File: src/rtl/cgc_pkg.sv
// constants and carrier types for the coarse path gain control registers
// =====================================================================
// =====================================================================
package cgc_pkg;

  // =====================================================================
  // register map: printed offsets are indices, byte address is four times
  // =====================================================================
  localparam logic [7:0] TX_COARSE_INDEX = 8'h26;
  localparam logic [7:0] RX_COARSE_INDEX = 8'h27;
  localparam logic [9:0] TX_COARSE_ADDR  = {TX_COARSE_INDEX, 2'h0};
  localparam logic [9:0] RX_COARSE_ADDR  = {RX_COARSE_INDEX, 2'h0};

  // =====================================================================
  // field layout and reset values
  // =====================================================================
  localparam int unsigned POLARITY_BIT  = 4;
  localparam int unsigned MAGNITUDE_MSB = 3;
  localparam int unsigned MAGNITUDE_LSB = 0;
  localparam int unsigned FIELD_TOP     = 4;
  localparam logic [4:0]  COARSE_RESET  = 5'h00;
  localparam logic [3:0]  MAGNITUDE_OFF = 4'h0;
  localparam logic [1:0]  SATURATE_TOP  = 2'h3;
  localparam logic [3:0]  GAIN_MAX_DB   = 4'hC;

  // =====================================================================
  // AHB-Lite encodings
  // =====================================================================
  localparam logic [1:0] HTRANS_NONSEQ = 2'h2;
  localparam logic [2:0] HSIZE_WORD    = 3'h2;
  localparam logic       HRESP_OKAY    = 1'h0;

  // =====================================================================
  // carrier types
  // =====================================================================
  typedef struct packed {
    logic       polarity;
    logic [3:0] magnitude;
  } cgc_path_type;

  typedef struct packed {
    logic              attenuate;
    logic [3:0]        levelDb;
    logic signed [5:0] netDb;
  } cgc_gain_type;

  typedef struct packed {
    cgc_path_type txReg;
    cgc_path_type rxReg;
    logic         wrTx;
    logic         wrRx;
    logic [31:0]  rdData;
    cgc_gain_type txGain;
    cgc_gain_type rxGain;
  } cgc_state_type;

endpackage
File: src/rtl/cgc_coarse_gain.sv
// AHB-Lite register bank for the transmit and receive coarse gain stages
`timescale 1ns/1ps

module cgc_coarse_gain #(
  parameter int unsigned ADDR_W = 32,
  parameter int unsigned DATA_W = 32
) (
  // clock and reset
  input  wire logic                 sys_clk,
  input  wire logic                 reset_n,
  // AHB-Lite slave
  input  wire logic                 hsel,
  input  wire logic [ADDR_W-1:0]    haddr,
  input  wire logic [1:0]           htrans,
  input  wire logic                 hwrite,
  input  wire logic [2:0]           hsize,
  input  wire logic [DATA_W-1:0]    hwdata,
  input  wire logic                 hready,
  output logic                      hreadyout,
  output logic                      hresp,
  output logic [DATA_W-1:0]         hrdata,
  // resolved coarse stage settings
  output cgc_pkg::cgc_gain_type     txCoarse,
  output cgc_pkg::cgc_gain_type     rxCoarse
);

  // =====================================================================
  // elaboration checks
  // =====================================================================
  if (DATA_W != 32) begin : g_bad_data
    $error("cgc_coarse_gain: data width must be 32");
  end
  if (ADDR_W < 10) begin : g_bad_addr
    $error("cgc_coarse_gain: address too narrow for the register map");
  end

  // =====================================================================
  // state
  // =====================================================================
  cgc_pkg::cgc_state_type state_ff;
  cgc_pkg::cgc_state_type nxt_state;

  logic addrPhase;
  logic hitTx;
  logic hitRx;
  logic upperZero;

  // =====================================================================
  // decode of one coarse stage into a signed dB figure
  // =====================================================================
  function automatic cgc_pkg::cgc_gain_type decodeStage(input cgc_pkg::cgc_path_type r);
    cgc_pkg::cgc_gain_type g;
    g = '0;
    // a zero code bypasses the stage whatever the polarity says
    if (r.magnitude != cgc_pkg::MAGNITUDE_OFF) begin
      if (r.polarity) begin
        // attenuation follows the code all the way to the top
        g.attenuate = 1'b1;
        g.levelDb   = r.magnitude;
        g.netDb     = -$signed({2'h0, r.magnitude});
      end else begin
        // gain tops out earlier: every 11xx code is the same 12 dB
        if (r.magnitude[3:2] == cgc_pkg::SATURATE_TOP) begin
          g.levelDb = cgc_pkg::GAIN_MAX_DB;
        end else begin
          g.levelDb = r.magnitude;
        end
        g.netDb = $signed({2'h0, g.levelDb});
      end
    end
    return g;
  endfunction

  function automatic logic [31:0] readWord(input cgc_pkg::cgc_path_type r);
    logic [31:0] w;
    w = '0;
    // bits above the field stay zero on every read
    w[cgc_pkg::FIELD_TOP:0] = r;
    return w;
  endfunction

  // =====================================================================
  // address phase qualification
  // =====================================================================
  // only whole-word transfers are honoured; narrower ones complete OKAY
  // with no effect, which keeps the byte-lane logic out of the block
  assign addrPhase = hsel && hready && htrans[1] && (hsize == cgc_pkg::HSIZE_WORD);
  assign upperZero = (haddr[ADDR_W-1:10] == '0);
  assign hitTx     = upperZero && (haddr[9:0] == cgc_pkg::TX_COARSE_ADDR);
  assign hitRx     = upperZero && (haddr[9:0] == cgc_pkg::RX_COARSE_ADDR);

  // =====================================================================
  // next state
  // =====================================================================
  always_comb begin
    nxt_state      = state_ff;
    nxt_state.wrTx = 1'b0;
    nxt_state.wrRx = 1'b0;

    // data phase of a write: hwdata is valid only now
    if (state_ff.wrTx) begin
      nxt_state.txReg.polarity  = hwdata[cgc_pkg::POLARITY_BIT];
      nxt_state.txReg.magnitude = hwdata[cgc_pkg::MAGNITUDE_MSB:cgc_pkg::MAGNITUDE_LSB];
    end
    if (state_ff.wrRx) begin
      nxt_state.rxReg.polarity  = hwdata[cgc_pkg::POLARITY_BIT];
      nxt_state.rxReg.magnitude = hwdata[cgc_pkg::MAGNITUDE_MSB:cgc_pkg::MAGNITUDE_LSB];
    end

    if (addrPhase) begin
      nxt_state.wrTx = hwrite && hitTx;
      nxt_state.wrRx = hwrite && hitRx;
      if (!hwrite) begin
        // read from the updated copy so a read right behind a write sees it
        if (hitTx) begin
          nxt_state.rdData = readWord(nxt_state.txReg);
        end else if (hitRx) begin
          nxt_state.rdData = readWord(nxt_state.rxReg);
        end else begin
          nxt_state.rdData = '0;
        end
      end
    end

    nxt_state.txGain = decodeStage(nxt_state.txReg);
    nxt_state.rxGain = decodeStage(nxt_state.rxReg);
  end

  always_ff @(posedge sys_clk or negedge reset_n) begin
    if (!reset_n) begin
      state_ff       <= '0;
      state_ff.txReg <= cgc_pkg::COARSE_RESET;
      state_ff.rxReg <= cgc_pkg::COARSE_RESET;
    end else begin
      state_ff <= nxt_state;
    end
  end

  // =====================================================================
  // outputs
  // =====================================================================
  // zero wait states: every transfer finishes in its first data cycle
  assign hreadyout = 1'b1;
  assign hresp     = cgc_pkg::HRESP_OKAY;
  assign hrdata    = state_ff.rdData;
  assign txCoarse  = state_ff.txGain;
  assign rxCoarse  = state_ff.rxGain;
endmodule // cgc_coarse_gain

File: config.mk
export PLATFORM = sky130hd
export DESIGN_NAME = cgc_coarse_gain
export DESIGN_NICKNAME = d
export VERILOG_FILES = /design/src/rtl/cgc_pkg.sv /design/src/rtl/cgc_coarse_gain.sv
export SDC_FILE = /design/constraint.sdc
export NUM_CORES = 1
export LEC_CHECK = 0
export BUFFER_PORTS_ARGS = -buffer_cell sky130_fd_sc_hd__buf_2
export CAP_MARGIN = 5
export CORE_UTILIZATION = 35
export CTS_BUF_LIST = sky130_fd_sc_hd__clkbuf_4 sky130_fd_sc_hd__clkbuf_8 sky130_fd_sc_hd__clkbuf_16
export DETAILED_ROUTE_END_ITERATION = 8
export PLACE_DENSITY = 0.72
export SYNTH_ARGS = -nofsm -noshare
export SYNTH_HDL_FRONTEND = slang
export SYNTH_SLANG_ARGS = --single-unit
File: constraint.sdc
create_clock -name sys_clk -period 1.8 [get_ports sys_clk]
set_input_delay 0.54 -clock sys_clk [delete_from_list [all_inputs] [get_ports sys_clk]]
set_output_delay 0.54 -clock sys_clk [all_outputs]
set_load 0.02 [all_outputs]
==> results of run 1 <==
## worst paths after layout
kind	slack (ps)	start	to	cells past startpoint
min in group sys_clk	510	hrdata[2]$_DFFE_PN0P_	hrdata[2]$_DFFE_PN0P_	1
min reg2reg	510	hrdata[2]$_DFFE_PN0P_	hrdata[2]$_DFFE_PN0P_	1
max reg2reg	140	state_ff[55]$_DFF_PN0_	hrdata[4]$_DFFE_PN0P_	6
max	140	state_ff[55]$_DFF_PN0_	hrdata[4]$_DFFE_PN0P_	6
min	320	reset_n	rxCoarse[1]$_DFF_PN0_	1
max in group asynchronous	1010	reset_n	txCoarse[8]$_DFF_PN0_	1
## placed cells by master, fill, tap and decap left out, types with 6 or more instances in the layout
cell type  instances
nor4_1             6
buf_2             72
a31oi_1            6
inv_1             12
nor2_1            11
conb_1            29
dfrtp_1           35
a211oi_1           7
clkbuf_8           6
buf_4              7
## worst max-delay path, cell delays in order, from the launching register on
cell and delay [ps]:
dfrtp_1 530, buf_4 210, mux2i_4 310, inv_1 130, nor2_1 100, a211oi_1 60
a22o_1 200
## layer usage
metal,part of all wire [%],vias to the layer above
met2,49,84
met3,8.6,7
met5,0,-
met1,39,640
li1,-,651
met4,2.6,0
## power by group
group           switching [mW]  total (mW)  internal [mW]
clock network            0.265       0.565          0.300
logic                   0.0960       0.137         0.0415
registers      0.0000000000312       0.786          0.786
## metrics by stage
stage	cells	setup slack (ps)	instance area [um2]	util, %
floorplan	212	293	2100	-
global placement	304	-74.6	2160	39.2
detailed placement	304	-85.1	2160	39.2
CTS	311	148	2250	40.8
global route	311	38.6	2250	40.8
finish	311	141	2250	40.8
## cells by family after synthesis
family          count (synthesis)  synth area share (%)
other cells                     2                 0.375
xor+xnor                        2                 0.875
compound gates                 28                  9.68
buf+inv                        73                  24.9
fa+ha+maj                       2                  1.25
simple gates                   33                  10.1
flops                          35                  43.7
mux                            10                  9.06
## final cells by class
cell class	count	area, um2
clock buffers	6	82.6
well taps	72	90.1
fillers	533	3260
multi-input cells	104	729
clock inverters	1	5.00
repair buffers	79	413
flip-flops and latches	35	876
inverters	14	52.6
## registers in the layout, indices dropped and copies added (netlist names)
register and flops:
rxCoarse 9, txCoarse 9, hrdata 5, state_ff 12
==> flow_summary.ini, run 1 <==
[sta]
setup_violations = 0
period_needed_ps = 1660
skew_ps = 5.19
relSlewSlack_pct = 50.1
fin_crit_sh_pct = 92.1
max_freq_mhz = 603
rsz0062_at_grt = no
worst_pin_slew_ps = 749
hold_slack_ps = 316
fin_tns_setup_ps = 0
finalHoldViolCount = 0
drv_slew = 0

[logic_synthesis]
synthCells = 185
yosys.area.top_type = dfrtp_1
synth_area_leaders = dfrtp_1 (44%), buf_4 (21%), mux2i_4 (5.6%), mux2i_2 (3.4%), a211oi_1 (2.6%)
synth.top_cell.area_share_pct = 43.7
synth.avg_cell_area_um2 = 10.8
netlist_area_um2 = 2000
synth_seq_cells = 35
synthDistinctLibCells = 33
async_flop_share_pct = 100
yosysMostFrequentCell = buf_4
yosys_warnings = 0
yosysSeqAreaShare_pct = 43.7
ys_top_cells_by_count = buf_4 (56), dfrtp_1 (35), inv_1 (12)
dominantRegCellSynth = dfrtp_1
synth_edf_count = 0

[floorplanning]
core_um2 = 5510
die_h_um = 77.7
die_x_um = 77.7
dieArea_um2 = 6030
num_rows = 27
start_util_pct = 36.4
io_pins = 130

[placement]
port_buffers = 72
hpwl_um = 2810
gp_congestion = 0.795

[routing]
wl_per_cell_um = 11.3
drc = 0
avgViaCountPerCell = 4.44
first_pass_iters = 4
num_vias = 1382
drt_wl_total_um = 3510
drtIter0Drc = 42
ant_nets = 0

[cts]
clk_latency_ps = 290
cts_inserted_buffers = 5
cts_hold_buf = 0
ctsResizeCount = 0
cts_setup_buffers = 0
tritoncts = done
htree_levels = 2
clockBufferDepth = 2
clock_sinks = 35
cts.clk_slew.worst_paths_ps = 70
root_buffer = clkbuf_8

[power_and_ir_drop]
leakagePower_nw = 1.28
ir_worst_vdd_uv = 277
power_mw = 1.49
cellPowerDensity_nw_per_um2 = 662

[critical_path]
critical_path_class = register to register
crit_path_end_kind = register
crit_path_start_kind = register
critPathRequiredTime_ps = 1970
cp_max_fo = 7
critical_path_arrival_ps = 1830

[grt]
grt_pass1_wl_um = 5770
use_met1_pct = 14.4
track_usage_pct = 13.0
grtUsageMet3_pct = 2.94
grtUsageMet2_pct = 22.3
grt_pass1_vias = 1257
grt_max_degree = 36
top_usage_layer = met2
grt_overflow = 0
antenna_found_initial = 0

[layout]
fin_nets = 315
drive_gt1_share_pct = 42.3
antenna_cells = 0
area_delta_synth_final_pct = 12.2

[run_status]
outcome = complete, no violations

[run]
max-cap-violations = 0

[min_path]
worstHoldPathType = input port to async pin
No activity file was read; power rests on OpenSTA's default activity.
==> run 2: changes to the inputs <==
- ABC_AREA: not set -> 1
- PLACE_DENSITY: 0.72 -> 0.65
==> flow_summary.ini, run 2 <==
[routing]
first_pass_iters = 4
drtIter0Drc = 68
avgViaCountPerCell = 4.17
drc = 0
num_vias = 1618
ant_nets = 0
drt_wl_total_um = 3760
wl_per_cell_um = 9.69

[layout]
largest_register_ffs = 12
multi_input_area_um2 = 855
drive_gt1_share_pct = 38.3
regMostFlops = state_ff
fin_area_um2 = 2420
area_delta_synth_final_pct = 10.6
final_cell_mix = buf_2 (72), nand2_1 (53), dfrtp_1 (35)
antenna_cells = 0
nFillCells = 643
final_common_cell = buf_2
fin_nets = 388
seq_area_um2 = 876

[placement]
place_worst_setup_slack_ps = 87.7
hpwl_um = 3080
placed_area_um2 = 2330
gp_congestion = 0.784
port_buffers = 72

[power_and_ir_drop]
cellPowerDensity_nw_per_um2 = 621
combPwrFrac_pct = 10.0
p_switching_mw = 0.367
p_clk_share_pct = 37.5
leakagePower_nw = 1.43
power_mw = 1.50
seq_power_share_pct = 52.4
p_sw_share_pct = 24.5
ir_worst_vdd_uv = 272
intPower_mw = 1.13

[sta]
setup_violations = 0
rsz0062_at_grt = no
skew_ps = 3.19
period_needed_ps = 1530
drv_slew = 0
finalHoldViolCount = 0
max_freq_mhz = 655
fin_crit_sh_pct = 84.8
hold_slack_ps = 277
post-route-worst-setup-slack_ps = 274
fin_tns_setup_ps = 0

[cts]
cts_setup_buffers = 0
htree_levels = 2
ctsResizeCount = 0
cts_inserted_buffers = 5
clk_latency_ps = 280
root_buffer = clkbuf_8
cts.clk_slew.worst_paths_ps = 70
cts_hold_buf = 0
clock_sinks = 35
tritoncts = done
clockBufferDepth = 2

[floorplanning]
start_util_pct = 36.7
die_h_um = 81.0
die_x_um = 81.0
io_pins = 130
dieArea_um2 = 6560
num_rows = 28
core_um2 = 5960

[grt]
top_usage_layer = met2
grt_pass1_wl_um = 6180
track_usage_pct = 12.3
grt_pass1_vias = 1492
grtUsageMet2_pct = 22.5
grt_max_degree = 36
grtUsageMet3_pct = 2.47
grt_overflow = 0
antenna_found_initial = 0
use_met1_pct = 13.8

[critical_path]
crit_path_start_kind = register
critPathRequiredTime_ps = 1960
critical_path_arrival_ps = 1690
cp_max_fo = 10
critical_path_class = register to register
crit_path_end_kind = register

[run_status]
outcome = complete, no violations

[logic_synthesis]
yosysMostFrequentCell = buf_4
async_flop_share_pct = 100
ys_top_cells_by_count = buf_4 (57), nand2_1 (53), dfrtp_1 (35)
synth_edf_count = 0
synth_seq_cells = 35
synth.avg_cell_area_um2 = 8.40
synth.top_cell.area_share_pct = 40.1
yosys.area.top_type = dfrtp_1
synth_area_leaders = dfrtp_1 (40%), buf_4 (20%), nand2_1 (9.1%), nor2_1 (4.5%), nand3_1 (3.2%)
synthCells = 260
yosysSeqAreaShare_pct = 40.1
dominantRegCellSynth = dfrtp_1
synthDistinctLibCells = 29
yosys_warnings = 0
netlist_area_um2 = 2180

[run]
max-cap-violations = 0

[min_path]
worstHoldPathType = input port to async pin
## run 2: cell types whose count changed after synthesis, moves of 5 or more
cell / change
inv_2: +10
nand3_1: +12
o21ai_2: +8
mux2i_2: -5
a31oi_1: -6
mux2i_4: -5
a211oi_1: -7
nand2_1: +49
a22o_1: -5
nor4_1: -6
nor2_1: +15
## run 2: cell type report
class,count,share of cell area (%)
well taps,75,3.88
clock buffers,7,3.47
repair buffers,77,16.5
flip-flops and latches,35,36.3
clock inverters,1,0.207
inverters,28,4.35
multi-input cells,165,35.4
## run 2: critical path, stage by stage, from the launching register on
cell      delay (ps)
dfrtp_1          590
nand2_1          130
o21ai_2           90
ha_1             210
nand2_2           80
nor2_1           110
o21bai_2         140
nor2_1            60
## run 2: cell families after synthesis
family / share of synthesized area [%]
compound gates: 8.36
fa+ha+maj: 1.15
other cells: 0.344
simple gates: 24.6
buf+inv: 25.4
flops: 40.1
## run 2: layer usage
metal / wire length (um) / up-vias
met4: 66 / 0
met3: 259 / 5
met2: 1850 / 74
li1: - / 835
met1: 1590 / 704
met5: 0 / -
## run 2: per-stage QoR
| step | instances | utilization [%] |
|---|---|---|
| after floorplan | 287 | - |
| after global placement | 380 | 39.1 |
| after detailed placement | 380 | 39.1 |
| after CTS | 388 | 40.6 |
| after global routing | 388 | 40.6 |
| final | 388 | 40.6 |
## run 2: worst paths after layout
| kind | slack, ps | cells past startpoint | end | start |
|---|---|---|---|---|
| min in group sys_clk | 480 | 2 | hrdata[3]$_DFFE_PN0P_ | hrdata[3]$_DFFE_PN0P_ |
| setup reg to reg | 270 | 7 | rxCoarse[1]$_DFF_PN0_ | state_ff[54]$_DFF_PN0_ |
| max in group asynchronous | 1220 | 2 | state_ff[64]$_DFF_PN0_ | reset_n |
| hold reg to reg | 480 | 2 | hrdata[3]$_DFFE_PN0P_ | hrdata[3]$_DFFE_PN0P_ |
| hold / removal | 280 | 2 | txCoarse[9]$_DFF_PN0_ | reset_n |
| setup / recovery | 270 | 7 | rxCoarse[1]$_DFF_PN0_ | state_ff[54]$_DFF_PN0_ |
## run 2: power by group through the flow
stage               combinational (mW)  sequential (mW)  clock, mW
floorplan                        0.127            0.801          0
global placement                 0.150            0.801          0
detailed placement               0.152            0.801          0
CTS                              0.152            0.786      0.587
global route                     0.169            0.785      0.619
finish                           0.150            0.786      0.563
